--- src/pods_defs.vh ---
// Behaviour
// - wait turn-on interval before raising output
// - on interval: 8-bit ms, reset zero
// - on interval register at 0x05, RW
// - slewed off interval ends at zero volts
// - unslewed off interval ends with switches open
// - slewed hold time equals interval minus ramp time
// - unslewed off: just open both switches
// - droop select picks one of eight values
// - droop lowers target with output current
// - off interval six bits, reset 11 ms
// - ramps move target in 10 mV steps
`ifndef PODS_DEFS_VH
`define PODS_DEFS_VH
// ----------------------------------------------------------------
// register map
// ----------------------------------------------------------------
`define PODS_ADDR_ON      8'h05
`define PODS_ADDR_OFF     8'h06
`define PODS_ON_RST       8'h00
`define PODS_OFF_RST      6'h0B
`define PODS_OFF_W        6
// ----------------------------------------------------------------
// timing and scaling
// ----------------------------------------------------------------
// master-clock periods per millisecond (1 MHz master clock)
`define PODS_MCLK_PER_MS  1000
// 10 mV in setpoint units of 2.5 mV
`define PODS_STEP_LSB     12'h004
// droop: 0.37 mV/A per select step, iout in 1/16 A, scaled by 2^12
`define PODS_DROOP_K      12'h026
`define PODS_DROOP_SHIFT  12
`endif

--- src/pods_ms_tick.v ---
`timescale 1ns/1ps
`default_nettype none
`include "pods_defs.vh"
module pods_ms_tick #(
	parameter MCLK_PER_MS = `PODS_MCLK_PER_MS
) (
	// clock and reset
	input  wire        ref_clk_i,
	input  wire        rst_i,
	input  wire        ce_i,
	// shared master clock pin
	input  wire        mclk_i,
	// ticks
	output reg         mclk_tick_o,
	output reg         ms_tick_o
);
	reg        mclk_s1;
	reg        mclk_s2;
	reg        mclk_d;
	reg [15:0] div_cnt;

	// ----------------------------------------------------------------
	// pin sync, rising-edge detect, millisecond divider
	// ----------------------------------------------------------------
	// dividing the shared clock keeps every converter's delays aligned
	always @(posedge ref_clk_i)
	begin
		if (rst_i)
		begin
			mclk_s1     <= 1'b0;
			mclk_s2     <= 1'b0;
			mclk_d      <= 1'b0;
			div_cnt     <= 16'h0000;
			mclk_tick_o <= 1'b0;
			ms_tick_o   <= 1'b0;
		end
		else if (ce_i)
		begin
			mclk_s1     <= mclk_i;
			mclk_s2     <= mclk_s1;
			mclk_d      <= mclk_s2;
			mclk_tick_o <= mclk_s2 & ~mclk_d;
			ms_tick_o   <= 1'b0;
			if (mclk_s2 & ~mclk_d)
			begin
				if (div_cnt == MCLK_PER_MS[15:0] - 16'h0001)
				begin
					div_cnt   <= 16'h0000;
					ms_tick_o <= 1'b1;
				end
				else
					div_cnt <= div_cnt + 16'h0001;
			end
		end
	end
endmodule // pods_ms_tick
`default_nettype wire

--- src/pods_sequencer.v ---
`timescale 1ns/1ps
`default_nettype none
`include "pods_defs.vh"
module pods_sequencer #(
	parameter MCLK_PER_MS = `PODS_MCLK_PER_MS
) (
	// clock, reset, enable
	input  wire        ref_clk_i,
	input  wire        rst_i,
	input  wire        ce_i,
	// shared master clock pin
	input  wire        mclk_i,
	// configuration register port
	input  wire        reg_wr_i,
	input  wire        reg_rd_i,
	input  wire [7:0]  reg_addr_i,
	input  wire [7:0]  reg_wdata_i,
	output reg  [7:0]  reg_rdata_o,
	// run control and settings from the rest of the controller
	input  wire        run_i,
	input  wire [11:0] vset_i,
	input  wire        rise_slew_en_i,
	input  wire [7:0]  rise_step_i,
	input  wire        fall_slew_en_i,
	input  wire [7:0]  fall_step_i,
	input  wire [2:0]  droop_sel_i,
	input  wire [11:0] iout_i,
	// outputs to the power stage
	output reg  [11:0] vref_o,
	output reg         sw_en_o,
	output reg  [2:0]  state_o
);
	localparam [2:0] ST_OFF    = 3'd0;
	localparam [2:0] ST_ONWAIT = 3'd1;
	localparam [2:0] ST_RISE   = 3'd2;
	localparam [2:0] ST_ON     = 3'd3;
	localparam [2:0] ST_HOLD   = 3'd4;
	localparam [2:0] ST_FALL   = 3'd5;

	reg [7:0]               on_interval_reg;
	reg [`PODS_OFF_W-1:0]   off_interval_reg;
	reg [2:0]               state;
	reg [11:0]              vramp;
	reg [23:0]              hold_cnt;
	reg [7:0]               step_cnt;
	reg                     run_d;
	wire                    mclk_tick;
	wire                    ms_tick;
	wire [23:0]             off_mclk;
	wire [23:0]             ramp_mclk;
	wire [11:0]             vout_now;
	wire [11:0]             droop;

	pods_ms_tick #(
		.MCLK_PER_MS (MCLK_PER_MS)
	) u_tick (
		.ref_clk_i   (ref_clk_i),
		.rst_i       (rst_i),
		.ce_i        (ce_i),
		.mclk_i      (mclk_i),
		.mclk_tick_o (mclk_tick),
		.ms_tick_o   (ms_tick)
	);

	// ----------------------------------------------------------------
	// helpers
	// ----------------------------------------------------------------
	// droop offset in setpoint units: iout * sel * k >> shift
	function [11:0] droop_lsb;
		input [11:0] iout;
		input [2:0]  sel;
		reg   [26:0] prod;
		begin
			prod      = {15'h0000, iout} * {24'h000000, sel}
				* {15'h0000, `PODS_DROOP_K};
			droop_lsb = prod[`PODS_DROOP_SHIFT+11:`PODS_DROOP_SHIFT];
		end
	endfunction

	// one 10 mV step toward a target, clamped so it never overshoots
	function [11:0] step_toward;
		input [11:0] cur;
		input [11:0] tgt;
		begin
			if (tgt > cur)
				step_toward = (tgt - cur > `PODS_STEP_LSB) ?
					cur + `PODS_STEP_LSB : tgt;
			else
				step_toward = (cur - tgt > `PODS_STEP_LSB) ?
					cur - `PODS_STEP_LSB : tgt;
		end
	endfunction

	assign vout_now  = vramp;
	// ramp-down time in master-clock periods: steps times step length
	assign ramp_mclk = ({12'h000, (vout_now + `PODS_STEP_LSB - 12'h001)
		>> 2}) * {16'h0000, fall_step_i};
	assign off_mclk  = {18'h00000, off_interval_reg}
		* {6'h00, MCLK_PER_MS[17:0]};
	assign droop     = droop_lsb(iout_i, droop_sel_i);

	// ----------------------------------------------------------------
	// configuration registers
	// ----------------------------------------------------------------
	always @(posedge ref_clk_i)
	begin
		if (rst_i)
		begin
			on_interval_reg  <= `PODS_ON_RST;
			off_interval_reg <= `PODS_OFF_RST;
			reg_rdata_o      <= 8'h00;
		end
		else if (ce_i)
		begin
			if (reg_wr_i && reg_addr_i == `PODS_ADDR_ON)
				on_interval_reg <= reg_wdata_i;
			else if (reg_wr_i && reg_addr_i == `PODS_ADDR_OFF)
				off_interval_reg <= reg_wdata_i[`PODS_OFF_W-1:0];
			if (reg_rd_i)
			begin
				if (reg_addr_i == `PODS_ADDR_ON)
					reg_rdata_o <= on_interval_reg;
				else if (reg_addr_i == `PODS_ADDR_OFF)
					reg_rdata_o <= {2'b00, off_interval_reg};
				else
					reg_rdata_o <= 8'h00;
			end
		end
	end

	// ----------------------------------------------------------------
	// sequencing state machine
	// ----------------------------------------------------------------
	always @(posedge ref_clk_i)
	begin
		if (rst_i)
		begin
			state    <= ST_OFF;
			vramp    <= 12'h000;
			hold_cnt <= 24'h000000;
			step_cnt <= 8'h00;
			run_d    <= 1'b0;
			sw_en_o  <= 1'b0;
			vref_o   <= 12'h000;
			state_o  <= ST_OFF;
		end
		else if (ce_i)
		begin
			run_d   <= run_i;
			state_o <= state;
			// droop lowers the target as current rises
			vref_o  <= (droop > vramp) ? 12'h000 : vramp - droop;
			case (state)
			ST_OFF:
			begin
				sw_en_o <= 1'b0;
				vramp   <= 12'h000;
				if (run_i && !run_d)
				begin
					hold_cnt <= {16'h0000, on_interval_reg};
					state    <= ST_ONWAIT;
				end
			end
			ST_ONWAIT:
			begin
				if (!run_i)
					state <= ST_OFF;
				else if (hold_cnt == 24'h000000)
				begin
					sw_en_o  <= 1'b1;
					step_cnt <= 8'h00;
					state    <= ST_RISE;
				end
				else if (ms_tick)
					hold_cnt <= hold_cnt - 24'h000001;
			end
			ST_RISE:
			begin
				if (!rise_slew_en_i)
				begin
					vramp <= vset_i;
					state <= ST_ON;
				end
				else if (vramp == vset_i)
					state <= ST_ON;
				else if (mclk_tick)
				begin
					if (step_cnt >= rise_step_i)
					begin
						step_cnt <= 8'h00;
						vramp    <= step_toward(vramp, vset_i);
					end
					else
						step_cnt <= step_cnt + 8'h01;
				end
			end
			ST_ON:
			begin
				// setpoint changes while on follow at once
				vramp <= vset_i;
				if (!run_i && run_d)
				begin
					state <= ST_HOLD;
					if (fall_slew_en_i)
						// hold = interval - ramp time, floored at zero
						hold_cnt <= (off_mclk > ramp_mclk) ?
							off_mclk - ramp_mclk : 24'h000000;
					else
						hold_cnt <= {18'h00000, off_interval_reg};
				end
			end
			ST_HOLD:
			begin
				if (hold_cnt == 24'h000000)
				begin
					step_cnt <= 8'h00;
					if (fall_slew_en_i)
						state <= ST_FALL;
					else
					begin
						// no shaping: decay is left to the load
						sw_en_o <= 1'b0;
						vramp   <= 12'h000;
						state   <= ST_OFF;
					end
				end
				else if (fall_slew_en_i ? mclk_tick : ms_tick)
					hold_cnt <= hold_cnt - 24'h000001;
			end
			ST_FALL:
			begin
				if (vramp == 12'h000)
				begin
					sw_en_o <= 1'b0;
					state   <= ST_OFF;
				end
				else if (mclk_tick)
				begin
					if (step_cnt >= fall_step_i - 8'h01)
					begin
						step_cnt <= 8'h00;
						vramp    <= step_toward(vramp, 12'h000);
					end
					else
						step_cnt <= step_cnt + 8'h01;
				end
			end
			default:
				state <= ST_OFF;
			endcase
		end
	end
endmodule // pods_sequencer
`default_nettype wire

--- config.mk ---
export PLATFORM = sky130hd
export DESIGN_NAME = pods_sequencer
export DESIGN_NICKNAME = d
export VERILOG_FILES = /design/src/pods_ms_tick.v /design/src/pods_sequencer.v
export VERILOG_INCLUDE_DIRS = /design/src
export SDC_FILE = /design/constraint.sdc
export NUM_CORES = 1
export LEC_CHECK = 0
export ABC_CLOCK_PERIOD_IN_PS = 9600
export BUFFER_PORTS_ARGS = -buffer_cell sky130_fd_sc_hd__buf_2
export CAP_MARGIN = 20
export CORE_MARGIN = 2
export CORE_UTILIZATION = 40
export DETAILED_ROUTE_END_ITERATION = 10
export PLACE_DENSITY = 0.56
export SLEW_MARGIN = 20
export SYNTH_ARGS = -nofsm -noshare
export SYNTH_HDL_FRONTEND = slang
export SYNTH_SLANG_ARGS = --single-unit
--- constraint.sdc ---
create_clock -name ref_clk_i -period 9.6 [get_ports ref_clk_i]
set_clock_uncertainty 0.15 [all_clocks]
set_input_delay 1.92 -clock ref_clk_i [delete_from_list [all_inputs] [get_ports ref_clk_i]]
set_output_delay 1.92 -clock ref_clk_i [all_outputs]
set_load 0.1 [all_outputs]
== Yosys cells after proc, flatten, opt, wreduce, memory -nomap -nowiden ==
Cells that the tools add are included.

* Bits in registers: 107
* Bits of input ports: 68
* Output and inout port bits: 24
* Logic and storage cells: 158

* $add $sub $neg: 12
* Multipliers: 4
* Magnitude comparators: 10
* Equality and inequality tests: 31
* Multiplexer cells: 59
* Bitwise operators: 3
* Reductions and logical operators: 22

{| class="wikitable"
|+ Operator list
! cell !! count
|-
| 24-bit two-way mux || 9
|-
| 12-bit two-way mux || 16
|-
| 24-bit one-hot mux with 4 select lines || 1
|-
| 8-bit two-way mux || 10
|-
| 12-bit one-hot mux with 5 select lines || 1
|-
| 12-bit by 3-bit > comparator with 1-bit output, second input constant || 4
|-
| 8-bit one-hot mux with 4 select lines || 1
|-
| 2-bit != test, second input constant || 14
|-
| 3-bit two-way mux || 9
|-
| 24-bit zero test || 1
|-
| 12-bit subtractor || 2
|-
| 24-bit by 1-bit subtractor with 24-bit output, second input constant || 1
|-
| 15-bit by 5-bit multiplier with 20-bit output, second input constant || 1
|-
| 16-bit by 18-bit subtractor with 19-bit output || 1
|-
| 16-bit by 18-bit > comparator with 1-bit output || 1
|-
| 10-bit by 8-bit multiplier with 18-bit output || 1
|-
| 3-bit one-hot mux with 6 select lines || 1
|-
| 16-bit by 1-bit adder with 16-bit output, second input constant || 1
|-
| 16-bit by 10-bit equality test with 1-bit output, second input constant || 1
|-
| 8-bit by 3-bit equality test with 1-bit output, second input constant || 2
|-
| 8-bit >= comparator || 2
|-
| 16-bit two-way mux || 1
|-
| 12-bit by 3-bit multiplier with 15-bit output || 1
|-
| 7-bit AND reduction || 2
|-
| 34 further kinds || 57
|}

== Logic depth before layout (Yosys ltp) ==
* Depth after elaboration: 9
* Mapped depth: 34
* Gate-level depth less buffers: 32

== Cells and area by module ==
A second synthesis with hierarchy kept.

* Cell total of the unflattened synthesis: 1865
* Area total of the unflattened synthesis: 14625.3 sq um

{| class="wikitable"
|+ By module, submodules not included
! module !! instances !! cells each !! area an instance (sq um) !! sequential area each (sq um)
|-
| pods_sequencer || 1 || 1756 || 13660.6 || 1721.7
|-
| pods_ms_tick || 1 || 109 || 964.7 || 420.4
|}

== Least setup slack after synthesis ==
No wires, ideal clock.

* Kind: input-to-reg
* Start point: input port droop_sel_i[2]
* End point: register vref_o[11]
* Setup time: 0.132 ns
* Arrival time: 8.123 ns
* Data required time: 9.318 ns
* Setup slack: 1.194 ns
* Cell stages on the path: 33
* Buffers on the path: 1
* Path through: clkbuf_1 -> nand2_1 -> fa_1 -> inv_1 -> ha_1 -> fa_1 -> a21o_1 -> a21oi_1 -> o21bai_1 -> a31o_2 -> a21oi_1 -> nor2b_1 -> o21ai_0 -> nor2b_1 -> xnor2_1 -> ha_1 -> inv_1 -> fa_1 -> inv_1 -> ha_1 -> a21oi_1 -> a21oi_1 -> a21o_1 -> a21oi_1 -> xor2_1 -> ha_1 -> or3_1 -> o21ai_0 -> a21oi_1 -> a31oi_1 -> a21oi_1 -> o21ai_0 -> a21oi_1

* Word-level cells in the longest chain between the ends: 4
* Elaborated cells between the ends (all ways): 5
* Those cells by class: add/sub: 1; mul: 2; order compare: 1; mux: 1

{| class="wikitable"
|+ RTL lines
! item !! line !! text
|-
| start, declared || pods_sequencer.v:26 || <nowiki>input wire [2:0] droop_sel_i,</nowiki>
|-
| 12-bit by 3-bit multiplier with 15-bit output (*) || pods_sequencer.v:74 || <nowiki>prod = {15'h0000, iout} * {24'h000000, sel}</nowiki>
|-
| 15-bit by 5-bit multiplier with 20-bit output (*) || pods_sequencer.v:74 ||
|-
| 12-bit by 9-bit subtractor with 12-bit output / 9-bit by 12-bit > comparator with 1-bit output (equally long branches) || pods_sequencer.v:152 || <nowiki>vref_o <= (droop > vramp) ? 12'h000 : vramp - droop;</nowiki>
|-
| 12-bit two-way mux (*) || pods_sequencer.v:152 ||
|-
| end signal, assigned || pods_sequencer.v:152 ||
|-
| end, declared || pods_sequencer.v:29 || <nowiki>output reg [11:0] vref_o,</nowiki>
|}

Mark *: on every way between the ends. The rest lies on a longest branch, timed or not.
A chain may end at the register's enable or synchronous reset.

== Worst setup path after layout ==
* Start point: register vramp[2] (netlist: vout_now[2])
* End point: register hold_cnt[22]

* Word-level cells in the longest chain between the ends: 8
* Elaborated cells between the ends (all ways): 9
* Those cells by class: add/sub: 3; mul: 1; order compare: 1; mux: 4

{| class="wikitable"
|+ RTL lines
! item !! line !! text
|-
| start, declared || pods_sequencer.v:43 || <nowiki>reg [11:0] vramp;</nowiki>
|-
| start signal, assigned || pods_sequencer.v:181 || <nowiki>vramp <= vset_i;</nowiki>
|-
| start signal, assigned || pods_sequencer.v:191 || <nowiki>vramp <= step_toward(vramp, vset_i);</nowiki>
|-
| start signal, assigned || pods_sequencer.v:200 || <nowiki>vramp <= vset_i;</nowiki>
|-
| 12-bit by 3-bit adder with 12-bit output (no line) (*) || - ||
|-
| 12-bit by 1-bit subtractor with 12-bit output (*) || pods_sequencer.v:96 || <nowiki>assign ramp_mclk = ({12'h000, (vout_now + `PODS_STEP_LSB - 12'h001)</nowiki>
|-
| 10-bit by 8-bit multiplier with 18-bit output (*) || pods_sequencer.v:96 ||
|-
| 16-bit by 18-bit subtractor with 19-bit output / 16-bit by 18-bit > comparator with 1-bit output (equally long branches) || pods_sequencer.v:207, pods_sequencer.v:206 ||
|-
| 24-bit two-way mux (*) || pods_sequencer.v:206 || <nowiki>hold_cnt <= (off_mclk > ramp_mclk) ?</nowiki>
|-
| 24-bit two-way mux (*) || pods_sequencer.v:204 || <nowiki>if (fall_slew_en_i)</nowiki>
|-
| 24-bit two-way mux (*) || pods_sequencer.v:201 || <nowiki>if (!run_i && run_d)</nowiki>
|-
| 24-bit one-hot mux with 4 select lines (*) || pods_sequencer.v:153 || <nowiki>case (state)</nowiki>
|-
| end signal, assigned || pods_sequencer.v:160 || <nowiki>hold_cnt <= {16'h0000, on_interval_reg};</nowiki>
|-
| end signal, assigned || pods_sequencer.v:206 ||
|-
| end signal, assigned || pods_sequencer.v:209 || <nowiki>hold_cnt <= {18'h00000, off_interval_reg};</nowiki>
|-
| end, declared || pods_sequencer.v:44 || <nowiki>reg [23:0] hold_cnt;</nowiki>
|}

Mark *: on every way between the ends. The rest lies on a longest branch, timed or not. The select of a mux whose other input is x is not followed.

==> summary.md <==
| Metric | Value |
|---|---|
| Biggest regs | `hold_cnt x24, u_tick.div_cnt x16` |
| Avg Synthesized Cell Area | `7.81 um^2` |
| RR Startpoint | `vout_now[2]$_SDFFE_PP0P_` |
| Clk_lat worst skew | `0.37 ns` |
| Pin count of the biggest net entering global routing | `between 70 and 80` |
| Final Hold Vio Count | `0` |
| Global-route wire length before repair | `between 60 and 70 mm` |
| Nets | `between 2,000 and 2,500` |
| Die Area | `~37,000 um^2` |
| Hold_buf cts | `0` |
| I/O Pins | `92` |
| Number of gates resized after CTS | `0` |
| Post-route insts no fill | `around 2,300` |
| Most flops, register | `hold_cnt` |
| Post-CTS Setup Bufs | `0` |
| Dominant synthesized flop cell | `dfxtp_1` |
| TNS Setup | `0 ns` |
| Cell area after synthesis | `approximately 14,000 um^2` |
| Core Region | `roughly 35,000 um^2` |
| Crit start category | `flip-flop` |
| Final Setup Violations | `0` |
| Delay of the slowest critical-path stage | `about 0.77 ns` |
| Relative max-transition margin | `28.1%` |
| Pre-Repair DR Iteration Count | `5` |
| Initial antenna violation count | `1` |
| Final setup margin | `approximately 0.94 ns` |
| R2R depth | `28` |
| Yosys warns | `0` |
| Reg2reg end | `hold_cnt[22]$_SDFFE_PP0P_` |
| Sequential-to-total area share from yosys stat | `15.2%` |
| Synth unique cells | `84` |
| Min cycle time layout | `between 8 and 9 ns` |
| Type of the worst setup path | `reg2reg` |
| Fin. max-slew vios | `0` |
| Post-Syn Instances | `about 1,800` |
| R2R Setup Slk | `between 0.9 and 1 ns` |
| Max FO, Critical Path | `16` |
| CP Launch Point | `vout_now[2]$_SDFFE_PP0P_` |
| Num CTS Buffers | `9` |
| Slew @ Worst Pin | `around 1.1 ns` |
| CTS Sinks | `approximately 110` |
| H-tree Lvls | `3` |
| WP data required | `just under 10 ns` |
| Drt wl/cell | `approximately 16 um` |
| Clock-pin slew on the worst setup and hold paths | `0.09 ns` |
| Post-synth EDFFs | `0` |
| Worst vdd ir | `about 0.26 mV` |
| Crit path to | `hold_cnt[22]$_SDFFE_PP0P_` |
| Initial drt markers | `approximately 640` |
| Area growth from synthesis to layout | `8.33%` |
| Share of cells above drive strength 1 | `7.87%` |
| Vias in the first global route | `12,200` |
| Clk buf depth | `2` |
| GRT Total Usage | `20.5%` |
| Top cells by area, synth | `ha_1 (16%), dfxtp_1 (15%), fa_1 (12%), inv_1 (6.2%), xnor2_1 (4.5%)` |
| Cell count after placement | `between 2,000 and 2,500` |
| Crit path top cell by count | `fa_1` |
| Residual DRC | `0` |
| Starting density of the core | `around two fifths` |
| Floorplan die height | `about 190 um` |
| Max reg flops | `24` |
| Root Driver | `clkbuf_16` |
| Nature of the critical path endpoint | `flip-flop` |
| Grt ovf | `0` |
| Synth area leader | `ha_1` |
| Vias post-DR | `about 13,000` |
| Filler Cell Count | `approximately 3,600` |
| Power Dens Cells | `approximately 130 nW/um^2` |
| Worst hold path class | `reg2reg` |
| CP max-delay cell | `dfxtp_1` |
| TritonCTS clock tree | `built` |
| DR vias/cell | `between 5 and 6` |
| Leakage power | `between 0.007 and 0.008 uW` |
| Die W | `around 190 um` |
| Ys async rst share | `0%` |
| Yosys top cell area share | `between 10% and 20%` |
| Post-route ant nets | `0` |
| Number of port buffers | `a little over 90` |
| RSZ-0062 raised after global routing | `false` |
| # diodes | `0` |
| DP Wirelength | `29.5 mm` |
| Syn_nets | `2,130` |
| Placement Setup Slack | `between 0.7 and 0.8 ns` |
| Outcome | `complete, no violations` |
| RD Place Congestion | `just under 0.9` |
| Tcrit/Tclk final | `about nine tenths` |
| FF+latch count, synth | `about 110` |
| Row count | `68` |
| Max_cap viols | `0` |
| Fmax | `between 100 and 150 MHz` |
| Critical path data arrival time | `8.79 ns` |
| WL final | `approximately 37 mm` |
-- through the flow --
stage                     util [%]  instance area, um^2  hold WS, ns  total power (uW)
after floorplan                  -                14100        0.295              1410
after CTS                     44.1                15200        0.305              2050
after global placement        43.2                14900        0.288              1660
after global routing          44.1                15200        0.331              2240
final                         44.1                15200        0.300              2030
after detailed placement      43.2                14900        0.293              1650
-- cells by family (layout without fill, tap and decap cells) --
family / count (synthesis) / after routing / share of synthesized area (%)
adders and majority gates: 264 / 264 / 28.0
buffers and inverters: 297 / 353 / 8.13
xor gates and xnor gates: 110 / 110 / 6.85
muxes: 24 / 24 / 1.73
AOI/OAI and AO/OA: 382 / 382 / 18.5
and+or+nand+nor: 615 / 615 / 21.6
DFF: 107 / 107 / 15.2
-- per-layer routing --
| metal | GRT usage [%] | vias to the layer above | part of all wire (%) |
|---|---|---|---|
| met5 | 0 | - | 0.019 |
| met1 | 26.9 | 5957 | 46 |
| met3 | 2.37 | 46 | 3.3 |
| met2 | 35.8 | 223 | 48 |
| met4 | 5.09 | 2 | 2.0 |
| li1 | - | 6294 | - |
-- synthesized netlist by cell type (all sizes together) (51+ instances only) --
library cell / number
nand2: 154
clkbuf: 51
xnor2: 72
a21oi: 95
inv: 234
nor3: 53
fa: 84
nand3: 53
ha: 179
nor2: 143
dfxtp: 107
o21ai: 73
and2: 61
-- power by group --
part | switching, uW | total, uW | internal, uW
clock | 207 | 396 | 189
sequential | 21.6 | 484 | 463
combinational | 672 | 1150 | 481
total | 901 | 2030 | 1130
-- how the worst min path moves through the flow --
stage	startpoint	endpoint	depth (start not counted)
CTS	sw_en_o$_SDFFE_PP0P_	sw_en_o$_SDFFE_PP0P_	2
floorplan	u_tick.ms_tick_o$_SDFFE_PP0P_	u_tick.ms_tick_o$_SDFFE_PP0P_	2
global placement	reg_rdata_o[6]$_SDFFE_PP0P_	reg_rdata_o[6]$_SDFFE_PP0P_	2
global route	sw_en_o$_SDFFE_PP0P_	sw_en_o$_SDFFE_PP0P_	2
detailed placement	sw_en_o$_SDFFE_PP0P_	sw_en_o$_SDFFE_PP0P_	2
finish	sw_en_o$_SDFFE_PP0P_	sw_en_o$_SDFFE_PP0P_	2
-- cells in the final DEF (no fill, tap or decap), types with 12 or more instances in the layout --
cell type	instances
a211oi_1	13
a21o_1	34
a21oi_1	95
a221oi_1	16
a22oi_1	16
and2_1	60
and3_1	21
buf_2	91
dfxtp_1	107
fa_1	84
ha_1	179
inv_1	234
mux2i_1	22
nand2_1	154
nand2b_1	29
nand3_1	53
nand4_1	14
nor2_1	143
nor2b_1	23
nor3_1	53
nor4_1	14
o21ai_0	64
o22ai_1	12
o31ai_1	12
or3_1	16
xnor2_1	72
xor2_1	38
-- worst max-delay path, delay by kind of cell (launching register included) --
kind | cells | cell delay [ns]
buf+inv | 2 | 0.10
fa+ha+maj | 6 | 2.71
compound gates | 6 | 1.12
xor+xnor | 3 | 1.19
simple gates | 11 | 2.49
flops | 1 | 0.77
-- cell type report --
| class | count | area [um^2] | share of cell area [%] |
|---|---|---|---|
| Clock buffer | 9 | 225 | 1.48 |
| Timing Repair Buffer | 102 | 538 | 3.53 |
| Tap cell | 455 | 569 | 3.74 |
| Multi-Input combinational cell | 1395 | 10800 | 70.8 |
| Sequential cell | 107 | 2140 | 14.1 |
| Inverter | 235 | 882 | 5.79 |
| Clock inverter | 7 | 86.3 | 0.567 |
Power figures use the tool's default switching activity.
